### config.mk
export PLATFORM = sky130hd
export DESIGN_NAME = sap_sequencer
export DESIGN_NICKNAME = d
export VERILOG_FILES = /design/src/hdl/sap_pkg.sv /design/src/hdl/sap_sequencer.sv /design/src/hdl/sap_sar_engine.sv
export VERILOG_INCLUDE_DIRS = /design/src /design/src/hdl
export SDC_FILE = /design/constraint.sdc
export NUM_CORES = 1
export LEC_CHECK = 0
export BUFFER_PORTS_ARGS = -buffer_cell sky130_fd_sc_hd__buf_4
export CORE_ASPECT_RATIO = 0.7
export CORE_MARGIN = 2
export CORE_UTILIZATION = 25
export DETAILED_ROUTE_END_ITERATION = 12
export PLACE_DENSITY = 0.51
export SYNTH_ARGS = -nofsm -noshare
export SYNTH_HDL_FRONTEND = slang
export SYNTH_SLANG_ARGS = --single-unit
### constraint.sdc
create_clock -name ref_clk_in -period 1.8 [get_ports ref_clk_in]
set_input_delay 0.18 -clock ref_clk_in [delete_from_list [all_inputs] [get_ports ref_clk_in]]
set_output_delay 0.18 -clock ref_clk_in [all_outputs]
set_load 0.01 [all_outputs]
### src/hdl/sap_consts.svh
// Timing counts and reset values for the converter sequencer.
// Assumes a 100 MHz reference clock.
`ifndef SAP_CONSTS_SVH
`define SAP_CONSTS_SVH
`define SAP_CLK_PERIOD_PS 10000
`define SAP_CONV_TIME_PS 4700000
`define SAP_CONV_CYCLES (`SAP_CONV_TIME_PS / `SAP_CLK_PERIOD_PS)
`define SAP_BITS 16
`define SAP_BYTE 8
`define SAP_STEP_DIV 29
`define SAP_MID_CODE 16'h8000
`define SAP_DATA_OE_RST 8'hFF
`define SAP_EOC_RST 1'b1
`endif

### src/hdl/sap_pkg.sv
// Types shared by the converter sequencer files.
// Assumes sap_consts.svh is available on the include path.
package sap_pkg;
    // Sequencer phases
    typedef enum logic [2:0] {
        SAP_IDLE, SAP_ACQ, SAP_CONV, SAP_DONE, SAP_READ
    } sap_state_t;
    // Power status of the analog front
    typedef struct packed {
        logic ref_on;
        logic tracking;
        logic converting;
    } sap_power_t;
endpackage

### src/hdl/sap_sequencer.sv
// Control sequencer and byte-wide tri-state result port of a 16-bit SAR converter.
// Assumes host strobes arrive asynchronously; the comparator is on this clock.
// Assumes the host holds each strobe level for at least three clock cycles,
// so that every level passes the synchroniser before it changes again.
// Function
// - Byte select high drives upper result byte
// - First edge, select low, starts acquisition
// - First edge with select high ignored
// - Second edge holds sample, starts conversion
// - Conversion done within conversion time
// - Conversion clock is generated internally
// - Select at second edge picks standby/shutdown
// - Power mode entered automatically after conversion
// - From standby, edge starts acquisition, reference on
// - From shutdown, edge wakes reference, acquisition
// - Third edge, select high, drives result
// - Tri-state outputs, LSB on data_line_0
// - End-of-conversion falls when result ready
// - Data high impedance except during read
// - After read, next edge starts new cycle
// - Result coded in offset binary

`timescale 1ns/1ps
`default_nettype none
`include "sap_consts.svh"

// Host-facing sequencer: counts strobe edges, runs the engine, drives the byte bus.
module sap_sequencer
    import sap_pkg::*;
#(
    parameter int BITS = `SAP_BITS,
    parameter int STEP_DIV = `SAP_STEP_DIV
) (
    input wire logic ref_clk_in,
    input wire logic rst_n_in,
    input wire logic conv_start_n_in,
    input wire logic read_convert_in,
    input wire logic byte_select_in,
    input wire logic comp_high_in,
    output logic [`SAP_BYTE-1:0] data_out,
    output logic [`SAP_BYTE-1:0] data_oe_n_out,
    output logic eoc_n_out,
    output logic [BITS-1:0] dac_trial_out,
    output sap_power_t power_out
);

    // Pin synchronisers; logic reads only the second stage or later
    logic [2:0] cs_sync_q, cs_sync_d; // Strobe synchroniser plus edge history
    logic [1:0] rc_sync_q, rc_sync_d; // Select synchroniser
    logic [1:0] hb_sync_q, hb_sync_d; // Byte select synchroniser
    logic cs_fall; // Falling strobe edge
    logic rc_s; // Synchronised read/convert select
    logic hb_s; // Synchronised byte select

    // Sequencer, power and bus state
    sap_state_t state_q, state_d; // Sequencer phase
    logic shutdown_q, shutdown_d; // Selected post-conversion mode
    logic ref_on_q, ref_on_d; // Reference and buffer powered
    logic eoc_n_q, eoc_n_d; // End-of-conversion flag, active low
    logic [`SAP_BYTE-1:0] data_q, data_d; // Registered output byte
    logic drive_q, drive_d; // Data bus driven

    // Handshake with the conversion engine
    logic eng_start; // Launch conversion pulse
    logic eng_done; // Conversion finished pulse
    logic [BITS-1:0] eng_result; // Finished conversion word

    // Next values of the input synchronisers
    always_comb begin
        // Shift each pin in; the strobe keeps one extra stage for edge detect
        cs_sync_d = {cs_sync_q[1:0], conv_start_n_in};
        rc_sync_d = {rc_sync_q[0], read_convert_in};
        hb_sync_d = {hb_sync_q[0], byte_select_in};
    end

    // Register synchronisers; idle levels after reset avoid a false strobe edge
    always_ff @(posedge ref_clk_in) begin
        if (!rst_n_in) begin
            // Strobe idles high, select lines low
            cs_sync_q <= 3'h7;
            rc_sync_q <= 2'h0;
            hb_sync_q <= 2'h0;
        end else begin
            cs_sync_q <= cs_sync_d;
            rc_sync_q <= rc_sync_d;
            hb_sync_q <= hb_sync_d;
        end
    end

    // Only second and later stages feed logic; the first stage may be metastable
    assign cs_fall = cs_sync_q[2] && !cs_sync_q[1];
    assign rc_s = rc_sync_q[1];
    assign hb_s = hb_sync_q[1];
    // The engine starts on the same edge that ends acquisition, so the sample
    // held at that edge is the one converted
    assign eng_start = cs_fall && (state_q == SAP_ACQ);

    // Successive-approximation engine on the internal clock
    // The comparator answer comes back on this clock, no synchroniser needed
    sap_sar_engine #(
        .BITS(BITS),
        .STEP_DIV(STEP_DIV)
    ) u_engine (
        .ref_clk_in(ref_clk_in),
        .rst_n_in(rst_n_in),
        .start_in(eng_start),
        .comp_high_in(comp_high_in),
        .trial_out(dac_trial_out),
        .result_out(eng_result),
        .done_out(eng_done)
    );

    // Next sequencer state, power mode and data bus
    // Strobe edges that arrive in a state with no use for them are dropped,
    // which keeps a host glitch during conversion from disturbing the result
    always_comb begin
        state_d = state_q;
        shutdown_d = shutdown_q;
        ref_on_d = ref_on_q;
        eoc_n_d = eoc_n_q;
        data_d = data_q;
        drive_d = drive_q;
        // Phase decode; only the five listed codes are legal
        unique case (state_q)
            SAP_IDLE: begin
                // Waiting in standby or shutdown
                if (cs_fall && !rc_s) begin
                    // Power up, or stay up from standby, and start tracking
                    state_d = SAP_ACQ;
                    ref_on_d = 1'b1;
                    // Old result is no longer the one being offered
                    eoc_n_d = 1'b1;
                end
                // Edges with select high leave the state alone
            end
            SAP_ACQ: begin
                // Tracking the input on the hold capacitor
                // Second edge opens the hold switches and starts the engine
                if (cs_fall) begin
                    state_d = SAP_CONV;
                    // Power mode for after this conversion is fixed here
                    shutdown_d = rc_s;
                end
            end
            SAP_CONV: begin
                // Conversion running, bus stays off
                // Strobe edges here are ignored; the engine owns the hold capacitor
                if (eng_done) begin
                    state_d = SAP_DONE;
                    // Flag the result as ready
                    eoc_n_d = 1'b0;
                    // Reference stays on only in standby
                    ref_on_d = !shutdown_q;
                end
            end
            SAP_DONE: begin
                // Result ready, wait for read edge
                if (cs_fall && rc_s) begin
                    // Read edge: turn the byte drivers on
                    state_d = SAP_READ;
                    drive_d = 1'b1;
                end else if (cs_fall) begin
                    // Skipping the read starts a fresh cycle
                    state_d = SAP_ACQ;
                    // The reference may be down after a shutdown conversion
                    ref_on_d = 1'b1;
                    eoc_n_d = 1'b1;
                end
                // Every strobe edge leaves this phase; with no edge it waits here with the result held
            end
            SAP_READ: begin
                // Bus driven until strobe rises
                // Second synchroniser stage high means the strobe has risen
                if (cs_sync_q[1]) begin
                    state_d = SAP_IDLE;
                    drive_d = 1'b0;
                end
            end
            default: begin
                // Unused phase codes fall back to idle
                state_d = SAP_IDLE;
            end
        endcase
        // Byte chosen by select, LSB on data_line_0
        // The byte follows the select even while driven, as the host may toggle it
        data_d = hb_s ? eng_result[BITS-1 -: `SAP_BYTE] : eng_result[`SAP_BYTE-1:0];
    end

    // Register sequencer state
    // Reset leaves shutdown chosen, so the first wake powers the reference up
    always_ff @(posedge ref_clk_in) begin
        if (!rst_n_in) begin
            // Idle, powered down, bus released
            state_q <= SAP_IDLE;
            shutdown_q <= 1'b1;
            ref_on_q <= 1'b0;
            eoc_n_q <= `SAP_EOC_RST;
            data_q <= 8'h00;
            drive_q <= 1'b0;
        end else begin
            state_q <= state_d;
            shutdown_q <= shutdown_d;
            ref_on_q <= ref_on_d;
            eoc_n_q <= eoc_n_d;
            data_q <= data_d;
            drive_q <= drive_d;
        end
    end

    // Outputs; the enables are low while the byte lines are driven
    assign data_out = data_q;
    assign data_oe_n_out = drive_q ? 8'h00 : `SAP_DATA_OE_RST;
    assign eoc_n_out = eoc_n_q;
    // Power status seen by the analog front
    assign power_out.ref_on = ref_on_q;
    assign power_out.tracking = (state_q == SAP_ACQ);
    assign power_out.converting = (state_q == SAP_CONV);

endmodule // sap_sequencer
`default_nettype wire

### src/hdl/sap_sar_engine.sv
// Successive-approximation engine: one bit trial per internal clock step.
// Assumes a comparator input from the analog side, same clock domain.
`timescale 1ns/1ps
`default_nettype none
`include "sap_consts.svh"
module sap_sar_engine
    import sap_pkg::*;
#(
    parameter int BITS = `SAP_BITS,
    parameter int STEP_DIV = `SAP_STEP_DIV
) (
    input wire logic ref_clk_in,
    input wire logic rst_n_in,
    input wire logic start_in,
    input wire logic comp_high_in,
    output logic [BITS-1:0] trial_out,
    output logic [BITS-1:0] result_out,
    output logic done_out
);
    logic [7:0] div_q, div_d; // Internal conversion clock divider
    logic [BITS-1:0] trial_q, trial_d; // Current trial word
    logic [BITS-1:0] mask_q, mask_d; // Bit under test
    logic [BITS-1:0] res_q, res_d; // Held offset binary result
    logic busy_q, busy_d; // Conversion running
    logic done_q, done_d; // One-cycle done pulse
    logic step; // Internal clock enable
    assign step = busy_q && (div_q == 8'(STEP_DIV - 1));
    // Next values: divider and bit trials from the internal clock
    always_comb begin
        div_d = div_q;
        trial_d = trial_q;
        mask_d = mask_q;
        res_d = res_q;
        busy_d = busy_q;
        done_d = 1'b0;
        if (start_in) begin
            busy_d = 1'b1;
            div_d = 8'h00;
            mask_d = {1'b1, {(BITS-1){1'b0}}};
            trial_d = {1'b1, {(BITS-1){1'b0}}};
        end else if (busy_q) begin
            div_d = step ? 8'h00 : div_q + 8'h01;
            if (step) begin
                // Keep bit when analog input exceeds trial level
                trial_d = (comp_high_in ? trial_q : (trial_q & ~mask_q)) | (mask_q >> 1);
                mask_d = mask_q >> 1;
                if (mask_q[0]) begin
                    res_d = comp_high_in ? trial_q : (trial_q & ~mask_q);
                    busy_d = 1'b0;
                    done_d = 1'b1;
                end
            end
        end
    end
    // Register the engine state
    always_ff @(posedge ref_clk_in) begin
        if (!rst_n_in) begin
            div_q <= 8'h00;
            trial_q <= `SAP_MID_CODE;
            mask_q <= '0;
            res_q <= '0;
            busy_q <= 1'b0;
            done_q <= 1'b0;
        end else begin
            div_q <= div_d;
            trial_q <= trial_d;
            mask_q <= mask_d;
            res_q <= res_d;
            busy_q <= busy_d;
            done_q <= done_d;
        end
    end
    assign trial_out = trial_q;
    assign result_out = res_q;
    assign done_out = done_q;
endmodule // sap_sar_engine
`default_nettype wire

==> results of run 1 <==
[registers in the layout (all words and copies together), names as in the netlist, 3 cells and up]
register             count
data_out                 8
cs_sync_q                3
u_engine.mask_q         16
state_q                  3
u_engine.result_out     16
u_engine.trial_out      16
u_engine.div_q           8
[synthesized netlist by cell type (2+ instances only)]
library cell and n:
nand2_1 44, a21oi_1 6, nand2b_1 25, inv_1 5, a32o_1 15, a21boi_1 17
nor2_1 14, dfxtp_1 80, o21ai_0 3, xor2_1 6, buf_4 10, a22o_1 15
nand4_1 2, buf_2 9, mux2i_1 8, nand3_1 25, a21boi_0 2, ha_1 2
and3_1 2, and2_1 7, nor2b_1 9, clkbuf_1 6
[cell type report]
| cell class | count | share of cell area (%) |
|---|---|---|
| Clock buffer | 12 | 6.51 |
| Clock inverter | 4 | 1.25 |
| Inverter | 6 | 0.550 |
| Multi-Input combinational cell | 216 | 34.9 |
| Sequential cell | 80 | 39.1 |
| Tap cell | 162 | 4.95 |
| Timing Repair Buffer | 62 | 12.7 |
[worst min path at each step]
| stage | slack [ns] | startpoint | to |
|---|---|---|---|
| after global placement | 0.38 | conv_start_n_in | cs_sync_q[0] |
| after CTS | 0.02 | conv_start_n_in | cs_sync_q[0] |
| after global routing | 0.03 | conv_start_n_in | cs_sync_q[0] |
| final | 0.03 | conv_start_n_in | cs_sync_q[0] |
| after floorplan | 0.28 | conv_start_n_in | cs_sync_q[0] |
| after detailed placement | 0.37 | conv_start_n_in | cs_sync_q[0] |
[power by group through the flow]
stage	sequential, mW	clock (mW)	combinational (mW)
final	1.79	1.89	0.118
after CTS	1.79	1.95	0.119
after floorplan	1.82	0	0.0767
after global routing	1.79	2.03	0.128
after global placement	1.83	0	0.117
after detailed placement	1.83	0	0.118
[what timing repair did]
| action | in CTS | in global routing |
|---|---|---|
| setup buffers | 0 | 4 |
| resized for setup | 0 | 2 |
| setup endpoints to repair | 0 | 44 |
[critical path, stage by stage, from the launching register on]
cell	delay, ns
dfxtp_1	0.39
and4_1	0.40
and3b_2	0.31
clkbuf_16	0.18
nand2_1	0.05
a32o_1	0.25
[routing by layer]
layer  vias to the layer above  track usage, %  wire, um
li1                       1244               -         -
met5                         -               0         0
met4                         0            3.11        42
met3                         4            4.28       476
met2                        57            16.3      3250
met1                      1165            16.8      4100
[kinds of logic after synthesis]
logic type / after synthesis / share of synthesized area (%)
and+or+nand+nor: 133 / 21.4
DFF: 80 / 50.0
AOI/OAI and AO/OA: 66 / 17.8
buffers and inverters: 33 / 5.62
muxes: 8 / 2.50
xor gates and xnor gates: 7 / 1.91
adders and majority gates: 2 / 0.781
[through the flow]
| step | worst slack (ns) | hold WS (ns) | area, um^2 | std cells |
|---|---|---|---|---|
| 6_report | 0.116 | 0.0291 | 4090 | 542 |
| 5_1_grt | 0.00551 | 0.0262 | 4090 | 542 |
| 4_1_cts | 0.00756 | 0.0216 | 4020 | 537 |
| 3_5_place_dp | 0.0606 | 0.373 | 3700 | 521 |
| 3_3_place_gp | 0.113 | 0.378 | 3700 | 521 |
| 2_1_floorplan | 0.0873 | 0.281 | 3200 | 329 |
==> results.py, run 1 <==
metrics = {
    "sta": {
        "setup_viol": 0,
        "worst_pin_slew_ns": 0.481,
        "fin_skew_ns": 0.00734,
        "timing.final.crit_period_ns": 1.68,
        "relSlewSlack_pct": 67.9,
        "setup_tns_ns": 0,
        "slew_viol_final": 0,
        "min_period_over_period_pct": 93.5,
        "hold_viol_final": 0,
        "rsz0062_at_grt": "no",
        "fmax_ghz": 0.594,
    },
    "clock_tree": {
        "cts_buffer_depth": 2,
        "ctsRootBufferMaster": "clkbuf_16",
        "htree_levels": 3,
        "worstSkewPairLatency_ns": 0.33,
        "cts_tree": "built",
        "numCtsBuffers": 9,
        "clkTransAtPathRegs_ns": 0.06,
        "cts_hold_repair.buffers": 0,
        "clock_sinks": 80,
    },
    "critical_path": {
        "worstSetupStartpoint": "u_engine.div_q[2]",
        "crit_required_ns": 2.03,
        "r2r-start": "u_engine.div_q[2]",
        "critPathCapture": "u_engine.trial_out[5]",
        "crit_fanout": 8,
        "reg2reg_depth": 5,
        "regToRegSetupSlack_ns": 0.12,
        "worst_setup_path_end_kind": "flip-flop",
        "reg2reg_to": "u_engine.trial_out[5]",
        "critPathLaunchType": "flip-flop",
        "crit_arrival_ns": 1.91,
        "crit_type": "reg2reg",
    },
    "finish": {
        "diodes": 0,
        "nNetsFinal": 383,
        "multi_input_area_um2": 1430,
        "fillerInstances": 1279,
        "fin_util_pct": 32.8,
        "regArea_um2": 1600,
        "post_route_cells_drive_above_1_share_pct": 23.4,
        "layout_common_cells": "dfxtp_1, buf_4, nand2_1",
        "layout_commonest_cell": "dfxtp_1",
        "area_delta_synth_final_pct": 27.8,
    },
    "floorplan": {
        "coreArea_um2": 12500,
        "initial_core_util_pct": 25.7,
        "rows": 34,
        "dieArea_um2": 13800,
        "io_pins": 42,
        "die_y_um": 98.7,
        "die_width_um": 139,
    },
    "route": {
        "routedWlPerCell_um": 14.5,
        "drtPass1Iterations": 4,
        "postRouteAntennaNets": 0,
        "drtIter0Drc": 100,
        "drc": 0,
        "viasPerCell": 4.56,
        "dr_total_vias": 2470,
        "wirelength_um": 7870,
    },
    "yosys": {
        "synth-edff-count": 0,
        "syn_area_um2": 3200,
        "ys_warn_count": 0,
        "yosysSeqAreaShare_pct": 50.0,
        "syn_nets": 337,
        "synthCells": 329,
        "syn_avg_cell_area_um2": 9.74,
        "synth_area_leader_cell": "dfxtp_1",
        "yosys_register_bits": 80,
        "synth_cell_types": 39,
        "netlist.area_leader.share_pct": 50.0,
        "synthArstFlopShare_pct": 0,
        "synth_ff_type": "dfxtp_1",
        "ys_top_cells_by_area": "dfxtp_1, nand2_1, nand2b_1, a32o_1, a22o_1",
    },
    "place": {
        "port-buffer-count": 41,
        "routabilityCongestion": 0.749,
        "hpwlAfterDp_um": 5400,
    },
    "power": {
        "p_total_mw": 3.80,
        "p_seq_share_pct": 47.1,
        "pwr-share-clk_pct": 49.8,
        "switchingPower_mw": 0.780,
        "netSwitchingFraction_pct": 20.5,
        "p_comb_share_pct": 3.1,
        "leakage_nw": 1.52,
        "ir_drop_mv": 0.449,
        "power-per-cell-area_nw_per_um2": 929,
        "p_int_mw": 3.02,
    },
    "worst_hold_path": {
        "hp-class": "in2reg",
        "hold_depth": 2,
    },
    "global_routing": {
        "overflow": 0,
        "grt_max_degree": 32,
        "grt_use_total_pct": 11.6,
        "antenna_found_initial": 0,
        "grt_pass1_vias": 2255,
        "grt_pass1_wl_um": 12500,
    },
    "run_status": {
        "outcome": "complete, no violations",
    },
    "job": {
        "max_cap_violations": 0,
    },
}
Note: power is estimated with default switching activity, not from simulation.
==> run 2: changes to the inputs <==
CORE_UTILIZATION = 40   (was 25)
PLACE_DENSITY = 0.7   (was 0.51)
==> run 2 against run 1 <==
- global-route usage increased by 4.9 points
- maximum frequency down 2.8%
- design area grew 1.8%
- utilization is 21 points higher
- critical path depth up 4
- combinational power hardly changed
- die area decreased by 36%
- first-iteration DRC count grew 29%
- via count is 0.28% higher
- routed wire length shrank 7.5%
- sequential share of layout area shrank 0.59 points
- largest cell class unchanged
==> results.py, run 2 (same netlist as run 1, synthesis figures left out) <==
metrics = {
    "critical_path": {
        "crit_family": "buffers and inverters",
        "regToRegSetupSlack_ns": 0.07,
        "path_depth": 9,
        "crit_fanout": 8,
        "critical_path_buf_inv_count": 4,
        "critPathMaxStageDelay_ns": 0.32,
        "crit_arrival_ns": 1.99,
        "slowest_stage": "dfxtp_2",
        "worst_setup_path_end_kind": "flip-flop",
        "crit_required_ns": 2.06,
        "crit_chain": "inv_2, ha_4, nor4b_4, buf_4, buf_6, o2111a_2, buf_8, nand3_2, a21boi_1",
        "reg2reg_depth": 9,
        "crit_type": "reg2reg",
        "critPathLaunchType": "flip-flop",
    },
    "place": {
        "hpwlAfterDp_um": 4820,
        "port-buffer-count": 41,
        "place_inst": 470,
        "routabilityCongestion": 0.781,
    },
    "power": {
        "p_int_mw": 2.83,
        "pwr-share-clk_pct": 46.2,
        "leakage_nw": 1.54,
        "p_seq_share_pct": 50.3,
        "ir_drop_mv": 0.510,
        "netSwitchingFraction_pct": 20.4,
        "power-per-cell-area_nw_per_um2": 854,
        "switchingPower_mw": 0.727,
        "p_comb_share_pct": 3.4,
    },
    "sta": {
        "hold_viol_final": 0,
        "fmax_ghz": 0.577,
        "setup_viol": 0,
        "worst_pin_slew_ns": 0.695,
        "rsz0062_at_grt": "yes",
        "setup_tns_ns": 0,
        "relSlewSlack_pct": 53.7,
        "fin_skew_ns": 0.00499,
        "slew_viol_final": 0,
        "timing.final.crit_period_ns": 1.73,
        "min_period_over_period_pct": 96.3,
    },
    "floorplan": {
        "coreArea_um2": 7800,
        "io_pins": 42,
        "initial_core_util_pct": 41.1,
        "rows": 27,
        "die_y_um": 78.9,
        "die_width_um": 111,
        "dieArea_um2": 8750,
    },
    "clock_tree": {
        "clock_sinks": 80,
        "numCtsBuffers": 9,
        "htree_levels": 3,
        "worstSkewPairLatency_ns": 0.33,
        "cts_buffer_depth": 2,
        "clkTransAtPathRegs_ns": 0.05,
        "ctsRootBufferMaster": "clkbuf_16",
        "cts_hold_repair.buffers": 0,
        "cts_tree": "built",
    },
    "finish": {
        "fin_util_pct": 53.4,
        "finalNonFillerCells": 489,
        "layout_common_cells": "dfxtp_1, buf_4, nand2_1",
        "nNetsFinal": 392,
        "layout_commonest_cell": "dfxtp_1",
        "post_route_cells_drive_above_1_share_pct": 30.7,
        "area_delta_synth_final_pct": 30.0,
        "diodes": 0,
    },
    "route": {
        "drc": 0,
        "viasPerCell": 5.07,
        "postRouteAntennaNets": 0,
        "drtIter0Drc": 129,
        "dr_total_vias": 2477,
        "drtPass1Iterations": 4,
        "wirelength_um": 7280,
        "routedWlPerCell_um": 14.9,
    },
    "global_routing": {
        "grt_use_total_pct": 16.6,
        "grt_max_degree": 41,
        "overflow": 0,
        "grt_pass1_vias": 2170,
        "grt_pass1_wl_um": 11100,
        "antenna_found_initial": 0,
    },
    "worst_hold_path": {
        "hold_depth": 2,
        "hp-class": "in2reg",
    },
    "run_status": {
        "outcome": "complete, no violations",
    },
    "job": {
        "max_cap_violations": 0,
    },
}
## run 2: cell count changes in the layout (fill, tap and decap cells not counted), sizes merged
cell and delta:
clkinv +2, nor2 +1, buf +9, clkbuf -2, bufinv -1, clkinvlp -1
## run 2: final cells by class
cell class / instances / area, um^2
Fill cell: 673 / 3640
Sequential cell: 80 / 1610
Multi-Input combinational cell: 217 / 1580
Timing Repair Buffer: 70 / 557
Clock buffer: 11 / 253
Tap cell: 101 / 126
Inverter: 6 / 22.5
Clock inverter: 4 / 20.0
## run 2: final timing paths
| check | start | end |
|---|---|---|
| setup / recovery | u_engine.div_q[0] | u_engine.result_out[15] |
| setup reg to reg | u_engine.div_q[0] | u_engine.result_out[15] |
| hold reg to reg | cs_sync_q[0] | cs_sync_q[1] |
| hold / removal | conv_start_n_in | cs_sync_q[0] |
## run 2: power by group through the flow
stage	logic (mW)	clock network (mW)	registers [mW]
floorplan	0.0767	0	1.82
detailed placement	0.116	0	1.83
CTS	0.118	1.68	1.79
global route	0.131	1.77	1.79
global placement	0.114	0	1.83
finish	0.121	1.64	1.79
## run 2: routing by layer
metal  vias up  GRT usage [%]  wire length, um
met1      1151           23.7             3740
li1       1250              -                -
met5         -              0                0
met3         9           6.72              500
met2        67           22.6             2970
met4         0           5.25               67
## run 2: worst register-to-register path: cells and delay by family, from the launching register on
family	cells	cell delay (ns)
AO/OA/AOI/OAI	2	0.40
adder cells (fa/ha/maj)	1	0.12
buffers and inverters	4	0.51
flip-flops	1	0.32
AND/OR/NAND/NOR	2	0.32
## run 2: through the flow
| stage | power [mW] | hold slack (ns) | setup WS (ns) | area, um^2 |
|---|---|---|---|---|
| floorplan | 1.90 | 0.281 | 0.0873 | 3200 |
| detailed placement | 1.94 | 0.379 | -0.313 | 3690 |
| CTS | 3.59 | 0.0318 | 0.00508 | 4000 |
| finish | 3.56 | 0.0379 | 0.0672 | 4170 |
| global placement | 1.94 | 0.370 | -0.276 | 3690 |
| global route | 3.69 | 0.0281 | -0.0308 | 4170 |
## run 2: timing repair
action / in CTS / in global routing
cloned: 0 / 1
buffers inserted: 3 / 0
endpoints found under the setup margin: 47 / 46
resized for setup: 3 / 35
pin swaps: 1 / 20
